File: src/inc/nfc_consts.vh
// Constants for the NAND flash host controller
// Notes on behaviour
// - Read and program send column then row cycles
// - Column in cycles one, two; row in three, four
// - Unused address bits and upper lines driven low
// - Erase sends only the two row cycles
// - Bus writes latched on write strobe rising edge
// - Latch strobes mark command, address, else data
// - Wide bus: commands, addresses on low byte only
// - Reset, status, identify are single-cycle commands
// - Page read: setup, four addresses, execute
// - Program: setup, addresses, data, confirm or cache
// - Erase: setup, two rows, confirm; whole block
// - Copy-back: special read, then new-address program
// - Random in/out move column inside page
// - During busy only reset and status allowed
// - Never issue an undefined command code
`ifndef NFC_CONSTS_VH
`define NFC_CONSTS_VH

// Device command codes
`define NFC_CMD_READ_SETUP 8'h00
`define NFC_CMD_READ_EXEC 8'h30
`define NFC_CMD_READ_COPY 8'h35
`define NFC_CMD_READ_ID 8'h90
`define NFC_CMD_RESET 8'hFF
`define NFC_CMD_PROG_SETUP 8'h80
`define NFC_CMD_PROG_CONF 8'h10
`define NFC_CMD_CACHE_CONF 8'h15
`define NFC_CMD_COPY_PROG 8'h85
`define NFC_CMD_ERASE_SETUP 8'h60
`define NFC_CMD_ERASE_CONF 8'hD0
`define NFC_CMD_RAND_OUT 8'h05
`define NFC_CMD_RAND_OUT_EXEC 8'hE0
`define NFC_CMD_STATUS 8'h70

// Operation codes written by software to the command register
`define NFC_OP_RESET 4'h0
`define NFC_OP_STATUS 4'h1
`define NFC_OP_READ_ID 4'h2
`define NFC_OP_PAGE_READ 4'h3
`define NFC_OP_COPY_READ 4'h4
`define NFC_OP_PROG_SETUP 4'h5
`define NFC_OP_PROG_CONF 4'h6
`define NFC_OP_CACHE_CONF 4'h7
`define NFC_OP_COPY_PROG 4'h8
`define NFC_OP_ERASE 4'h9
`define NFC_OP_RAND_IN 4'hA
`define NFC_OP_RAND_OUT 4'hB
`define NFC_OP_DATA_WR 4'hC
`define NFC_OP_DATA_RD 4'hD

// Register byte offsets
`define NFC_REG_CMD 8'h00
`define NFC_REG_COL 8'h04
`define NFC_REG_ROW 8'h08
`define NFC_REG_DATA 8'h0C
`define NFC_REG_STATUS 8'h10
`define NFC_REG_CFG 8'h14

// Field positions
`define NFC_ST_ACTIVE 0
`define NFC_ST_READY 1
`define NFC_ST_REFUSED 2
`define NFC_CFG_WIDE 0
`define NFC_CFG_WP_OFF 1

// Reset values
`define NFC_CFG_RST 2'h0
`define NFC_COL_RST 11'h000
`define NFC_ROW_RST 16'h0000

// Timing: times in ns, counts derived from the clock period
`define NFC_CLK_NS 20
`define NFC_T_STROBE_NS 40
`define NFC_T_RECOVER_NS 40
`define NFC_T_BUSY_ONSET_NS 100
`define NFC_CYC_STROBE ((`NFC_T_STROBE_NS + `NFC_CLK_NS - 1) / `NFC_CLK_NS)
`define NFC_CYC_RECOVER ((`NFC_T_RECOVER_NS + `NFC_CLK_NS - 1) / `NFC_CLK_NS)
`define NFC_CYC_BUSY_ONSET ((`NFC_T_BUSY_ONSET_NS + `NFC_CLK_NS - 1) / `NFC_CLK_NS)
// Extra low time on reads covers the two-stage input synchroniser
`define NFC_CYC_SYNC 2

`endif

File: src/verilog/nfc_host.v
// NAND flash host controller with a Wishbone register port
//
// The register addresses and the Wishbone slave port were decided locally.
`timescale 1ns/1ps
`include "nfc_consts.vh"
module nfc_host (
  input wire clk_i,
  input wire rst_i,
  // Wishbone slave
  input wire wb_cyc_i,
  input wire wb_stb_i,
  input wire wb_we_i,
  input wire [7:0] wb_adr_i,
  input wire [3:0] wb_sel_i,
  input wire [31:0] wb_dat_i,
  output reg [31:0] wb_dat_o,
  output reg wb_ack_o,
  // Flash pins
  output reg ce_n_o,
  output reg cle_o,
  output reg ale_o,
  output reg we_n_o,
  output reg read_strobe_n_o,
  output reg wp_n_o,
  output reg [15:0] io_o,
  output reg io_oe_o,
  input wire [15:0] io_i,
  input wire rb_i
);
  // Sequencer states
  localparam ST_IDLE = 3'd0;
  localparam ST_SET = 3'd1;
  localparam ST_LO = 3'd2;
  localparam ST_HI = 3'd3;
  localparam ST_WB = 3'd4;
  localparam ST_RB = 3'd5;
  // Phases of one operation, in issue order
  localparam PH_CMD1 = 3'd0;
  localparam PH_ADDR = 3'd1;
  localparam PH_DATA = 3'd2;
  localparam PH_CMD2 = 3'd3;
  localparam PH_RB = 3'd4;
  localparam PH_END = 3'd5;

  reg [2:0] st_r;
  reg [2:0] ph_r;
  reg [1:0] aidx_r;
  reg [3:0] op_r;
  reg [3:0] cnt_r;
  reg [10:0] col_r;
  reg [15:0] row_r;
  reg [15:0] wdata_r;
  reg [15:0] rdata_r;
  reg [1:0] cfg_r;
  reg refused_r;
  wire [15:0] io_s;
  wire rb_s;

  // Pins cross into the clock domain through two flops
  nfc_sync #(.W(17)) u_sync (
    .clk_i(clk_i),
    .rst_i(rst_i),
    .d_i({rb_i, io_i}),
    .q_o({rb_s, io_s})
  );

  wire wide = cfg_r[`NFC_CFG_WIDE];
  wire idle = (st_r == ST_IDLE);
  wire acc = wb_cyc_i & wb_stb_i & ~wb_ack_o;
  wire wr_cmd = acc & wb_we_i & (wb_adr_i == `NFC_REG_CMD) & wb_sel_i[0];
  wire [3:0] dec_op = idle ? wb_dat_i[3:0] : op_r;

  // Operation decode: which phases exist and what they carry
  reg d_valid;
  reg d_busy_ok;
  reg [7:0] d_cmd1;
  reg [7:0] d_cmd2;
  reg [5:0] d_pres;
  reg [1:0] d_a0;
  reg [1:0] d_alast;
  reg d_rd;
  always @* begin
    d_valid = 1'b1;
    d_busy_ok = 1'b0;
    d_cmd1 = `NFC_CMD_READ_SETUP;
    d_cmd2 = `NFC_CMD_READ_EXEC;
    d_pres = 6'h20;
    d_a0 = 2'd0;
    d_alast = 2'd3;
    d_rd = 1'b0;
    case (dec_op)
      `NFC_OP_RESET: begin
        d_cmd1 = `NFC_CMD_RESET;
        d_pres = 6'h31;
        d_busy_ok = 1'b1;
      end
      `NFC_OP_STATUS: begin
        d_cmd1 = `NFC_CMD_STATUS;
        d_pres = 6'h25;
        d_rd = 1'b1;
        d_busy_ok = 1'b1;
      end
      `NFC_OP_READ_ID: begin
        d_cmd1 = `NFC_CMD_READ_ID;
        d_pres = 6'h21;
      end
      `NFC_OP_PAGE_READ: begin
        d_pres = 6'h3B;
      end
      `NFC_OP_COPY_READ: begin
        d_cmd2 = `NFC_CMD_READ_COPY;
        d_pres = 6'h3B;
      end
      `NFC_OP_PROG_SETUP: begin
        d_cmd1 = `NFC_CMD_PROG_SETUP;
        d_pres = 6'h23;
      end
      `NFC_OP_PROG_CONF: begin
        d_cmd1 = `NFC_CMD_PROG_CONF;
        d_pres = 6'h31;
      end
      `NFC_OP_CACHE_CONF: begin
        d_cmd1 = `NFC_CMD_CACHE_CONF;
        d_pres = 6'h31;
      end
      `NFC_OP_COPY_PROG: begin
        d_cmd1 = `NFC_CMD_COPY_PROG;
        d_cmd2 = `NFC_CMD_PROG_CONF;
        d_pres = 6'h3B;
      end
      `NFC_OP_ERASE: begin
        d_cmd1 = `NFC_CMD_ERASE_SETUP;
        d_cmd2 = `NFC_CMD_ERASE_CONF;
        d_pres = 6'h3B;
        d_a0 = 2'd2;
      end
      `NFC_OP_RAND_IN: begin
        d_cmd1 = `NFC_CMD_COPY_PROG;
        d_pres = 6'h23;
        d_alast = 2'd1;
      end
      `NFC_OP_RAND_OUT: begin
        d_cmd1 = `NFC_CMD_RAND_OUT;
        d_cmd2 = `NFC_CMD_RAND_OUT_EXEC;
        d_pres = 6'h2B;
        d_alast = 2'd1;
      end
      `NFC_OP_DATA_WR: begin
        d_pres = 6'h24;
      end
      `NFC_OP_DATA_RD: begin
        d_pres = 6'h24;
        d_rd = 1'b1;
      end
      default: begin
        d_valid = 1'b0;
      end
    endcase
  end

  // Next present phase after the current one
  reg [2:0] nxt_ph;
  integer i;
  always @* begin
    nxt_ph = PH_END;
    for (i = 4; i >= 0; i = i - 1) begin
      if ((i > ph_r) && d_pres[i]) begin
        nxt_ph = i[2:0];
      end
    end
  end

  // First phase of a freshly started operation
  reg [2:0] first_ph;
  integer j;
  always @* begin
    first_ph = PH_END;
    for (j = 4; j >= 0; j = j - 1) begin
      if (d_pres[j]) begin
        first_ph = j[2:0];
      end
    end
  end

  // Address byte for the current cycle; unused bits stay low
  reg [7:0] abyte;
  always @* begin
    case (aidx_r)
      2'd0: abyte = col_r[7:0];
      2'd1: abyte = {5'h00, col_r[10:8]};
      2'd2: abyte = row_r[7:0];
      default: abyte = row_r[15:8];
    endcase
  end

  // Refusal: undefined op, controller active, or device busy
  wire start_ok = d_valid & idle & (rb_s | d_busy_ok);

  // Sequencer and pin drive
  always @(posedge clk_i) begin
    if (rst_i) begin
      st_r <= ST_IDLE;
      ph_r <= PH_END;
      aidx_r <= 2'd0;
      op_r <= `NFC_OP_RESET;
      cnt_r <= 4'h0;
      rdata_r <= 16'h0000;
      ce_n_o <= 1'b1;
      cle_o <= 1'b0;
      ale_o <= 1'b0;
      we_n_o <= 1'b1;
      read_strobe_n_o <= 1'b1;
      io_o <= 16'h0000;
      io_oe_o <= 1'b0;
    end else begin
      case (st_r)
        ST_IDLE: begin
          ce_n_o <= 1'b1;
          if (wr_cmd && start_ok) begin
            op_r <= wb_dat_i[3:0];
            ph_r <= first_ph;
            aidx_r <= d_a0;
            ce_n_o <= 1'b0;
            st_r <= ST_SET;
          end
        end
        ST_SET: begin
          cnt_r <= 4'h0;
          cle_o <= (ph_r == PH_CMD1) || (ph_r == PH_CMD2);
          ale_o <= (ph_r == PH_ADDR);
          io_oe_o <= !((ph_r == PH_DATA) && d_rd);
          case (ph_r)
            PH_CMD1: io_o <= {8'h00, d_cmd1};
            PH_CMD2: io_o <= {8'h00, d_cmd2};
            PH_ADDR: io_o <= {8'h00, abyte};
            default: io_o <= wide ? wdata_r : {8'h00, wdata_r[7:0]};
          endcase
          if (ph_r == PH_RB) begin
            st_r <= ST_WB;
          end else if (ph_r == PH_END) begin
            cle_o <= 1'b0;
            ale_o <= 1'b0;
            io_oe_o <= 1'b0;
            st_r <= ST_IDLE;
          end else if ((ph_r == PH_DATA) && d_rd) begin
            read_strobe_n_o <= 1'b0;
            st_r <= ST_LO;
          end else begin
            we_n_o <= 1'b0;
            st_r <= ST_LO;
          end
        end
        ST_LO: begin
          cnt_r <= cnt_r + 4'h1;
          if (!read_strobe_n_o) begin
            // Hold low long enough for data to pass the synchroniser
            if (cnt_r == `NFC_CYC_STROBE + `NFC_CYC_SYNC - 1) begin
              rdata_r <= wide ? io_s : {8'h00, io_s[7:0]};
              read_strobe_n_o <= 1'b1;
              cnt_r <= 4'h0;
              st_r <= ST_HI;
            end
          end else if (cnt_r == `NFC_CYC_STROBE - 1) begin
            we_n_o <= 1'b1;
            cnt_r <= 4'h0;
            st_r <= ST_HI;
          end
        end
        ST_HI: begin
          // Bus value held past the rising edge for hold time
          cnt_r <= cnt_r + 4'h1;
          if (cnt_r == `NFC_CYC_RECOVER - 1) begin
            st_r <= ST_SET;
            if ((ph_r == PH_ADDR) && (aidx_r != d_alast)) begin
              aidx_r <= aidx_r + 2'd1;
            end else begin
              ph_r <= nxt_ph;
            end
          end
        end
        ST_WB: begin
          // Ready/busy needs time to fall after the last command
          cnt_r <= cnt_r + 4'h1;
          cle_o <= 1'b0;
          io_oe_o <= 1'b0;
          if (cnt_r == `NFC_CYC_BUSY_ONSET - 1) begin
            st_r <= ST_RB;
          end
        end
        ST_RB: begin
          // Chip select stays low until ready returns
          if (rb_s) begin
            ph_r <= PH_END;
            st_r <= ST_SET;
          end
        end
        default: begin
          st_r <= ST_IDLE;
        end
      endcase
    end
  end

  // Register writes and sticky refusal flag, set beats clear
  always @(posedge clk_i) begin
    if (rst_i) begin
      col_r <= `NFC_COL_RST;
      row_r <= `NFC_ROW_RST;
      wdata_r <= 16'h0000;
      cfg_r <= `NFC_CFG_RST;
      refused_r <= 1'b0;
      wp_n_o <= 1'b0;
    end else begin
      wp_n_o <= cfg_r[`NFC_CFG_WP_OFF];
      if (acc && wb_we_i) begin
        case (wb_adr_i)
          `NFC_REG_COL: begin
            if (wb_sel_i[0]) col_r[7:0] <= wb_dat_i[7:0];
            if (wb_sel_i[1]) col_r[10:8] <= wb_dat_i[10:8];
          end
          `NFC_REG_ROW: begin
            if (wb_sel_i[0]) row_r[7:0] <= wb_dat_i[7:0];
            if (wb_sel_i[1]) row_r[15:8] <= wb_dat_i[15:8];
          end
          `NFC_REG_DATA: begin
            if (wb_sel_i[0]) wdata_r[7:0] <= wb_dat_i[7:0];
            if (wb_sel_i[1]) wdata_r[15:8] <= wb_dat_i[15:8];
          end
          `NFC_REG_CFG: begin
            if (wb_sel_i[0]) cfg_r <= wb_dat_i[1:0];
          end
          `NFC_REG_STATUS: begin
            if (wb_sel_i[0] && wb_dat_i[`NFC_ST_REFUSED]) refused_r <= 1'b0;
          end
          default: begin
          end
        endcase
      end
      if (wr_cmd && !start_ok) begin
        refused_r <= 1'b1;
      end
    end
  end

  // Wishbone answer one cycle after the request; unmapped reads zero
  always @(posedge clk_i) begin
    if (rst_i) begin
      wb_ack_o <= 1'b0;
      wb_dat_o <= 32'h00000000;
    end else begin
      wb_ack_o <= acc;
      wb_dat_o <= 32'h00000000;
      if (acc && !wb_we_i) begin
        case (wb_adr_i)
          `NFC_REG_CMD: wb_dat_o <= {28'h0000000, op_r};
          `NFC_REG_COL: wb_dat_o <= {21'h0, col_r};
          `NFC_REG_ROW: wb_dat_o <= {16'h0000, row_r};
          `NFC_REG_DATA: wb_dat_o <= {16'h0000, rdata_r};
          `NFC_REG_STATUS: wb_dat_o <= {29'h0, refused_r, rb_s, !idle};
          `NFC_REG_CFG: wb_dat_o <= {30'h0, cfg_r};
          default: wb_dat_o <= 32'h00000000;
        endcase
      end
    end
  end
endmodule // nfc_host

File: src/verilog/nfc_sync.v
// Two-stage synchroniser for pin inputs
`timescale 1ns/1ps
module nfc_sync #(
  parameter W = 1
) (
  input wire clk_i,
  input wire rst_i,
  input wire [W-1:0] d_i,
  output reg [W-1:0] q_o
);
  reg [W-1:0] meta_r;

  // First stage feeds only the second
  always @(posedge clk_i) begin
    if (rst_i) begin
      meta_r <= {W{1'b0}};
      q_o <= {W{1'b0}};
    end else begin
      meta_r <= d_i;
      q_o <= meta_r;
    end
  end
endmodule // nfc_sync
File: config.mk
export PLATFORM = sky130hd
export DESIGN_NAME = nfc_host
export DESIGN_NICKNAME = d
export VERILOG_FILES = /design/src/verilog/nfc_host.v /design/src/verilog/nfc_sync.v
export VERILOG_INCLUDE_DIRS = /design/src /design/src/inc
export SDC_FILE = /design/constraint.sdc
export NUM_CORES = 1
export LEC_CHECK = 0
export BUFFER_PORTS_ARGS = -buffer_cell sky130_fd_sc_hd__buf_2
export CAP_MARGIN = 10
export CORE_MARGIN = 2
export CORE_UTILIZATION = 27
export DETAILED_ROUTE_END_ITERATION = 8
export PLACE_DENSITY = 0.53
export SYNTH_ARGS = -nofsm -noshare
export SYNTH_HDL_FRONTEND = slang
export SYNTH_SLANG_ARGS = --single-unit
File: constraint.sdc
create_clock -name clk_i -period 5.4 [get_ports clk_i]
set_clock_uncertainty 0.15 [all_clocks]
set_input_delay 0 -clock clk_i [delete_from_list [all_inputs] [get_ports clk_i]]
set_output_delay 0 -clock clk_i [all_outputs]
set_load 0.02 [all_outputs]
---- Word level (Yosys, flattened, before mapping) ----
Index checks and enable logic that the tools add are counted.
storage, ports and cells
  logic and storage cells ................. 217
  register bits after elaboration ......... 168
cells by class
  add/subtract/negate cells ............... 2
  muxes and demuxes ....................... 71
  reductions and logical operators ........ 55
  bitwise gates (word level) .............. 11
  eq/ne operators ......................... 48
  $lt $le $gt $ge ......................... 4
operator list
  operator                                             count
  one-hot mux 16 bit (6 select lines)                  1
  one-hot mux 8 bit (9 select lines)                   1
  two-way mux 3 bit                                    19
  one-hot mux 16 bit (3 select lines)                  1
  one-hot mux 5 bit (7 select lines)                   1
  two-way mux 16 bit                                   2
  one-hot mux 8 bit (4 select lines)                   1
  AND reduction 3 bit                                  9
  two-way mux 1 bit                                    26
  equality test 4 bit, second input constant           6
  one-hot mux 8 bit (3 select lines)                   1
  equality test 4 x 3 -> 1 bit, second input constant  5
  != test 2 bit, second input constant                 10
  one-hot mux 3 bit (6 select lines)                   1
  equality test 8 x 4 -> 1 bit, second input constant  2
  equality test 8 x 5 -> 1 bit, second input constant  2
  two-way mux 4 bit                                    4
  OR reduction 2 bit                                   8
  OR reduction 14 bit                                  1
  equality test 3 x 2 -> 1 bit, second input constant  4
  equality test 3 bit, second input constant           4
  equality test 4 x 2 -> 1 bit, second input constant  3
  two-way mux 2 bit                                    6
  one-hot mux 4 bit (3 select lines)                   1
  other kinds (34)                                     72

---- Depth between registers and ports, before layout ----
Gate-level depths: netlist of run 1.
  word-level depth ........................ 13
  depth in mapped cells ................... 9
  gate-level depth less buffers ........... 8

---- Modules after synthesis ----
A second synthesis of run 1 with hierarchy kept.
unflattened totals
  cells, all modules ...................... 820
  area, all modules ....................... 7,085.5 µm²
by module, submodules not included
  module    area an instance (µm²)  cells each  instances
  nfc_host  6,148.4                 749         1
  nfc_sync  937.1                   71          1

---- Least setup slack after synthesis of run 1 ----
No wires, ideal clock.
  path type ............................... register -> register
  start ................................... register st_r[1]
  end ..................................... register aidx_r[1]
  stages on the path, launching flop included .. 9
  data arrival time ....................... 1.899 ns
  setup time .............................. 0.070 ns
  path buffers ............................ 2
  data required time ...................... 5.180 ns
  setup slack ............................. 3.281 ns
  cells stage by stage .................... dfxtp_1 buf_6 or3_1 buf_2 mux2_4 xnor2_1 a211o_1 a22o_1 a21oi_1
between the ends
  longest elaborated chain between the ends .. 10
RTL lines
  item                                                                 RTL line                       text
  start, declared                                                      nfc_host.v:45                  reg [2:0] st_r;
  start signal, assigned                                               nfc_host.v:202                 st_r <= ST_IDLE;
  start signal, assigned                                               nfc_host.v:224                 st_r <= ST_SET;
  start signal, assigned                                               nfc_host.v:239                 st_r <= ST_WB;
  zero test 3 bit                                                      nfc_host.v:68, nfc_host.v:216
  two-way mux 4 bit                                                    nfc_host.v:71                  wire [3:0] dec_op = idle ? wb_dat_i[3:0] : op_r;
  equality test 4 bit, or another cell as far along                    nfc_host.v:91                  case (dec_op)
  OR reduction 14 bit (no line) or OR reduction 2 bit (tied branches)  n/a
  two-way mux 1 bit                                                    nfc_host.v:91
  bitwise AND 1 bit or OR 1 bit (tied branches)                        nfc_host.v:197                 wire start_ok = d_valid & idle & (rb_s | d_busy_ok);
  bitwise AND 1 bit                                                    nfc_host.v:197
  logical AND 1 bit                                                    nfc_host.v:219                 if (wr_cmd && start_ok) begin
  != test 2 x 1 -> 1 bit (no line)                                     n/a
  AND reduction 4 bit (no line)                                        n/a
  end signal, assigned                                                 nfc_host.v:275                 aidx_r <= aidx_r + 2'd1;
  end, declared                                                        nfc_host.v:47                  reg [1:0] aidx_r;
Several ways; a longest one is shown, not always the timed one. The select of a mux whose other input is x is not followed.
A chain may end at the register's enable or synchronous reset.

---- Worst setup path in the final report of run 1 ----
  start ................................... register st_r[2]
  end ..................................... register aidx_r[1]
Same word-level chain as after synthesis.

==> metrics.md, run 1 <==
| Metric | Value |
|---|---|
| Count of final hold-check violations | 0 |
| Final core occ | 34.0% |
| Fin worst setup slack | 2400 ps |
| Initial antenna violation count | 0 |
| Commonest non-fill, non-tap cell in the layout | dfxtp_1 |
| Number of synthesized register bits | 152 |
| Ys Warns | 0 |
| Top cell type's share of synthesized area | 43.0% |
| Peak supply drop | 0.000225 V |
| Final period util | 55.6% |
| Met3 Track Usage GR | 3.00% |
| CP required | 5600 ps |
| Cells after Synth | 839 |
| Gr ovfl total | 0 |
| Largest net degree at the start of global routing | 79 |
| Multi-input gate area | 3690 µm² |
| WP data arrival | 3210 ps |
| Iter 0 DRT Violations | 449 |
| Avg Cell Area, Syn | 8.44 µm² |
| Routed vias/inst | 4.85 |
| DP Cell Count | 1204 |
| Largest area contributor in the netlist | dfxtp_1 |
| Crit. Startpoint | st_r[2] |
| # fillers | 2741 |
| GR peak layer | met2 |
| Number of global-route vias before repair | 5722 |
| Floorplan row count | 59 |
| Die width | 166 µm |
| Pins Over Slew Limit | 0 |
| R2R setup slack | 2400 ps |
| Top cells by area, synth | dfxtp_1, mux2i_1, nor2_1 |
| CTS tree | done |
| Post-Layout Inst Area | 8820 µm² |
| Startpoint Class | flip-flop |
| DP HPWL | 14000 µm |
| Routed WL | 20600 µm |
| Flip-flop and latch area | 3040 µm² |
| Crit Reg-Reg Endpoint | aidx_r[1] |
| Power per cell area | 350 nW/µm² |
| Slew margin rel. | 39.9% |
| Hold_buf cts | 56 |
| Async S/R FF share, synth | 0% |
| Share of cells above drive strength 1 | 14.7% |
| Synthesis-to-layout area growth | 24.5% |
| Most frequent cells in the layout | dfxtp_1, nor2_1, buf_2 |
| RSZ-0062 raised after global routing | no |
| Initial DRT Pass Iterations | 5 |
| Mapped Area | 7080 µm² |
| I/O Buffers | 87 |
| Grt met2 use | 23.8% |
| CP endpoint | aidx_r[1] |
| Worst hold stages | 4 |
| Clock buffer depth | 2 |
| Post-CTS Setup Inserts | 0 |
| Grt met1 use | 19.5% |
| Fin Hold WS | 36.0 ps |
| Nets | 1017 |
| Clock Pin Slew Worst Setup and Hold Paths | 70 ps |
| Setup_tns | 0 ps |
| Status | completed |
| Worst slew pin tran | 897 ps |
| Post-route DRC violation count | 0 |
| Cts bufs inserted | 17 |
| CP peak stage delay | 850 ps |
| GPL Wtd Cong | 0.852 |
| FF-to-FF path depth | 6 |
| WL per Instance | 15.9 µm |
| IO Pins | 122 |
| H-tree levels | 4 |
| Placed cell area | 7670 µm² |
| Crit path kind | flip-flop to flip-flop |
| Max Freq | 333 MHz |
| Worst skew pair latency | 430 ps |
| Post-route ant nets | 0 |
| Die Ht | 166 µm |
| Total track usage | 14.6% |
| Reg2reg start | st_r[2] |
| Core Footprint | 25900 µm² |
| Global-route wire length before repair | 32000 µm |
| Routed via count | 6272 |
| EDFF count, synth | 0 |
| Hold WC Path Type | primary input to flip-flop |
| Critical path capture point type | flip-flop |
| Library cells used by synthesis | 71 |
| Synth Flop Type | dfxtp_1 |
| Initial Util | 27.3% |
| Die ar. | 27500 µm² |
| CTS root buffer | clkbuf_16 |
| Crit-path cells | or3_1 -> mux2_4 -> xnor2_1 -> a211o_1 -> a22o_1 -> a21oi_1 |
| Static leakage | 3.24 nW |
| Final setup viols | 0 |
| Clk sinks | 152 |
| PostCTS Resize Cnt | 0 |
| Sequential area share after synthesis | 43.0% |
| Worst Path Max Fanout | 24 |
| Cell Count, Final, Fillers Out | 1292 |
| Diode count | 0 |
| Worst path slowest cell | dfxtp_1 |
| Final min period | 3000 ps |
| Pre-CTS setup slack | 2440 ps |
| Final Power | 3.09 mW |
| Maxcap violations | 0 |
-- registers in the layout, indices dropped and copies added, names as in the netlist, 2 cells and up --
| register | count |
|---|---|
| aidx_r | 2 |
| st_r | 3 |
| wb_dat_o | 16 |
| cfg_r | 2 |
| row_r | 16 |
| u_sync.q_o | 17 |
| wdata_r | 16 |
| io_o | 16 |
| u_sync.meta_r | 17 |
| cnt_r | 4 |
| rdata_r | 16 |
| op_r | 4 |
| ph_r | 3 |
| col_r | 11 |
-- critical path, delay by kind of cell, from the launching register on --
family	cells	cell delay [ps]
flip-flops	1	850
AND/OR/NAND/NOR	1	750
AO/OA/AOI/OAI	3	680
multiplexers	1	370
XOR/XNOR	1	130
-- cell type report --
class,instances,share of cell area [%]
Tap cell,335,4.75
Timing Repair Buffer,147,11.7
Sequential cell,152,34.5
Clock buffer,18,4.87
Multi-Input combinational cell,612,41.8
Clock inverter,14,1.84
Inverter,14,0.596
-- power breakdown --
group          switching [mW]  internal (mW)
clock network           0.502          0.693
logic                   0.405          0.237
registers              0.0891           1.16
-- kinds of logic after synthesis --
family                   synth area share, %
AO/OA/AOI/OAI                           16.0
XOR/XNOR                               0.742
adder cells (fa/ha/maj)                 1.24
buffers and inverters                   5.88
flip-flops                              43.0
multiplexers                            9.61
other                                 0.0529
AND/OR/NAND/NOR                         23.5
-- Yosys cell counts (6+ instances only) --
library cell	n
nor2b_1	45
nor2_1	109
o21ai_0	33
a31oi_1	6
ha_1	7
nand4_1	7
clkbuf_1	45
nand3_1	32
mux2i_1	62
nand2_1	79
nor3_1	12
inv_1	14
dfxtp_1	152
nand2b_1	14
buf_4	16
a22oi_1	9
buf_2	9
o211ai_1	7
a21oi_1	72
-- worst min-delay path by stage --
stage,from,to
after detailed placement,io_i[7],u_sync.meta_r[7]
after global routing,wb_sel_i[1],col_r[9]
after floorplan,io_i[0],u_sync.meta_r[0]
after global placement,io_i[1],u_sync.meta_r[1]
after CTS,wb_sel_i[1],col_r[8]
final,wb_sel_i[1],col_r[8]
-- metal layers --
metal / vias up / share of wire, %
met1: 2960 / 46
li1: 3108 / -
met4: 0 / 1.2
met3: 23 / 5.6
met2: 181 / 48
met5: - / 0
(Power assumes the default switching activity.)
==> inputs of run 2 (changes only) <==
--- a/config.mk
+++ b/config.mk
@@ -6,12 +6,13 @@
 export SDC_FILE = /design/constraint.sdc
 export NUM_CORES = 1
 export LEC_CHECK = 0
+export ABC_AREA = 1
 export BUFFER_PORTS_ARGS = -buffer_cell sky130_fd_sc_hd__buf_2
 export CAP_MARGIN = 10
 export CORE_MARGIN = 2
 export CORE_UTILIZATION = 27
 export DETAILED_ROUTE_END_ITERATION = 8
-export PLACE_DENSITY = 0.53
+export PLACE_DENSITY = 0.54
 export SYNTH_ARGS = -nofsm -noshare
 export SYNTH_HDL_FRONTEND = slang
 export SYNTH_SLANG_ARGS = --single-unit
==> constraint.sdc (replaced) <==
create_clock -name clk_i -period 2.9 [get_ports clk_i]
set_clock_uncertainty 0.15 [all_clocks]
set_input_delay 0 -clock clk_i [delete_from_list [all_inputs] [get_ports clk_i]]
set_output_delay 0 -clock clk_i [all_outputs]
set_load 0.02 [all_outputs]
==> run 2 against run 1 <==
Against the previous run: maximum frequency up 30%; wire length shrank 12%; first-iteration DRC count increased by 3.6%; via count shrank 3.7%; core utilization increased by 0.95 points; clock power grew 87%.
==> metrics.md, run 2 <==
| Metric | Value |
|---|---|
| Ys Warns | 0 (unchanged) |
| Global-route wire length before repair | 29500 µm (-7.8%) |
| Clock Pin Slew Worst Setup and Hold Paths | 70 ps (about the same) |
| Maxcap violations | 0 (unchanged) |
| Status | completed |
| WL per Instance | 13.3 µm (-17%) |
| # fillers | 2630 (-4.0%) |
| Die width | 160 µm (-3.5%) |
| Mapped Area | 6580 µm² (-7.1%) |
| Final min period | 2320 ps (-685 ps) |
| Count leader, synth | dfxtp_1 |
| Final core occ | 35.0% (+0.95 points) |
| Top cell type's share of synthesized area | 46.2% (+3.3 points) |
| Final setup viols | 0 (unchanged) |
| Startpoint Class | flip-flop |
| Cts bufs inserted | 17 (unchanged) |
| Worst skew pair latency | 430 ps (about the same) |
| Max Freq | 431 MHz (+30%) |
| Gr ovfl total | 0 (unchanged) |
| Die Ht | 160 µm (-3.5%) |
| Top cells by area, synth | dfxtp_1, nor2_1, inv_1 |
| Largest area contributor in the netlist | dfxtp_1 |
| Routed via count | 6041 (-3.7%) |
| Crit path kind | flip-flop to flip-flop |
| Slew margin rel. | 56.1% (+16 points) |
| Post-CTS Setup Inserts | 0 (unchanged) |
| PostCTS Resize Cnt | 0 (unchanged) |
| Number of global-route vias before repair | 5829 (+1.9%) |
| RSZ-0062 raised after global routing | no |
| Most frequent cells in the layout | dfxtp_1, nor2_1, inv_1 |
| Floorplan row count | 57 (-3.4%) |
| CTS root buffer | clkbuf_16 |
| EDFF count, synth | 0 (unchanged) |
| Diode count | 0 (unchanged) |
| Worst path slowest cell | dfxtp_1 |
| DP HPWL | 13300 µm (-4.8%) |
| Post-Layout Inst Area | 8440 µm² (-4.4%) |
| Static leakage | 3.64 nW (+12%) |
| Count of final hold-check violations | 0 (unchanged) |
| Worst slew pin tran | 657 ps (-240 ps) |
| Placed cell area | 7300 µm² (-4.8%) |
| Core Footprint | 24100 µm² (-7.0%) |
| Flip-flop and latch area | 3040 µm² (unchanged) |
| Multi-input gate area | 2840 µm² (-23%) |
| CP required | 3040 ps (-2560 ps) |
| Delay-heaviest family, CP | buffers and inverters |
| Routed vias/inst | 4.43 (-8.7%) |
| Setup_tns | 0 ps (unchanged) |
| I/O Buffers | 87 (unchanged) |
| GPL Wtd Cong | 0.888 (+4.2%) |
| Fin Hold WS | 20.8 ps (-15.2 ps) |
| Buffers and inverters on the worst path | 4 (+4) |
| Sequential area share after synthesis | 46.2% (+3.3 points) |
| Routed WL | 18100 µm (-12%) |
| Largest net degree at the start of global routing | 66 (-16%) |
| Post-route DRC violation count | 0 (unchanged) |
| Initial Util | 27.3% (-0.028 points) |
| Pins Over Slew Limit | 0 (unchanged) |
| H-tree levels | 4 (unchanged) |
| CTS tree | done |
| Top cells by count, synth | dfxtp_1, nor2_1, inv_1, nand2_1, a21oi_1 |
| Peak supply drop | 0.000401 V (+78%) |
| Clock buffer depth | 2 (unchanged) |
| Synthesis-to-layout area growth | 28.1% |
| Library cells used by synthesis | 44 (-38%) |
| Final period util | 80.0% (+24 points) |
| Critical path capture point type | flip-flop |
| Nets | 1099 (+8.1%) |
| Post-route ant nets | 0 (unchanged) |
| Power per cell area | 706 nW/µm² (+100%) |
| Hold WC Path Type | primary input to flip-flop |
| Worst Path Max Fanout | 21 (-13%) |
| Initial DRT Pass Iterations | 6 (+1) |
| Cells after Synth | 888 (+5.8%) |
| Async S/R FF share, synth | 0% (unchanged) |
| Synth Flop Type | dfxtp_1 |
| Number of synthesized register bits | 152 (unchanged) |
| Die ar. | 25600 µm² (-6.9%) |
| IO Pins | 122 (unchanged) |
| Initial antenna violation count | 0 (unchanged) |
| CP peak stage delay | 420 ps (-430 ps) |
| Largest registers | u_sync.meta_r (17), u_sync.q_o (17) |
| Share of cells above drive strength 1 | 16.2% (+1.4 points) |
| Avg Cell Area, Syn | 7.41 µm² (-12%) |
| Iter 0 DRT Violations | 465 (+3.6%) |
| WP data arrival | 2460 ps (-750 ps) |
| Clk sinks | 152 (unchanged) |
| Cell mode on critical path | inv_1 |
| Commonest non-fill, non-tap cell in the layout | dfxtp_1 |
| Crit-path cells | inv_1 -> nor3_2 -> inv_1 -> nor2_1 -> inv_1 -> nor2_1 -> inv_1 -> o21ai_0 -> a21oi_1 |
| Total track usage | 14.6% (+0.022 points) |
[run 2: worst paths after layout]
kind | endpoint | slack [ps] | cells after the start | from
worst max-delay path | rdata_r[7] | 580 | 9 | st_r[1]
worst min-delay path | wb_dat_o[5] | 20 | 7 | wb_adr_i[6]
worst max register to register | rdata_r[7] | 580 | 9 | st_r[1]
worst min register to register | u_sync.q_o[15] | 250 | 2 | u_sync.meta_r[15]
[run 2: area by class of cell]
type	instances	share of cell area (%)
sequential	152	36.1
multi-input combinational	569	33.7
timing repair buffer	149	12.3
inverter	137	6.10
clock buffer	20	5.53
tap	324	4.81
clock inverter	12	1.56
[run 2: logic make-up (layout without fill, tap and decap cells)]
family / after synthesis / count (layout) / synth area share (%)
adders and majority gates: 7 / 7 / 1.33
DFF: 152 / 152 / 46.2
and+or+nand+nor: 328 / 328 / 22.4
buffers and inverters: 182 / 318 / 11.5
xor gates and xnor gates: 2 / 2 / 0.266
other: 1 / 16 / 0.0570
AOI/OAI and AO/OA: 216 / 216 / 18.2
[run 2: metrics by stage]
stage	setup WS [ps]	instances	power, mW
after floorplan	982	903	3.39
after detailed placement	552	1277	3.70
after CTS	533	1363	6.00
final	581	1363	5.96
after global routing	232	1363	6.29
after global placement	591	1277	3.70
[run 2: repair_timing]
action                                 CTS  global route
setup endpoints to repair                0             0
hold buffers                            54             0
endpoints found under the hold margin   87             0
[run 2: power by group]
group          internal [mW]  switching, mW
sequential              2.19         0.0887
clock                   1.28          0.961
combinational          0.463          0.974
[run 2: tightest hold or removal path, cell delays in order]
cell and delay (ps):
buf_2 100, nor4_1 60, nor2_1 80, nor2_1 40
buf_4 170, nand2_1 70, inv_1 40
[run 2: routing by layer]
metal	share of wire (%)	global-route usage, %
met5	0	0
met2	46	23.4
met1	48	19.1
met4	2.0	5.77
met3	4.8	3.22
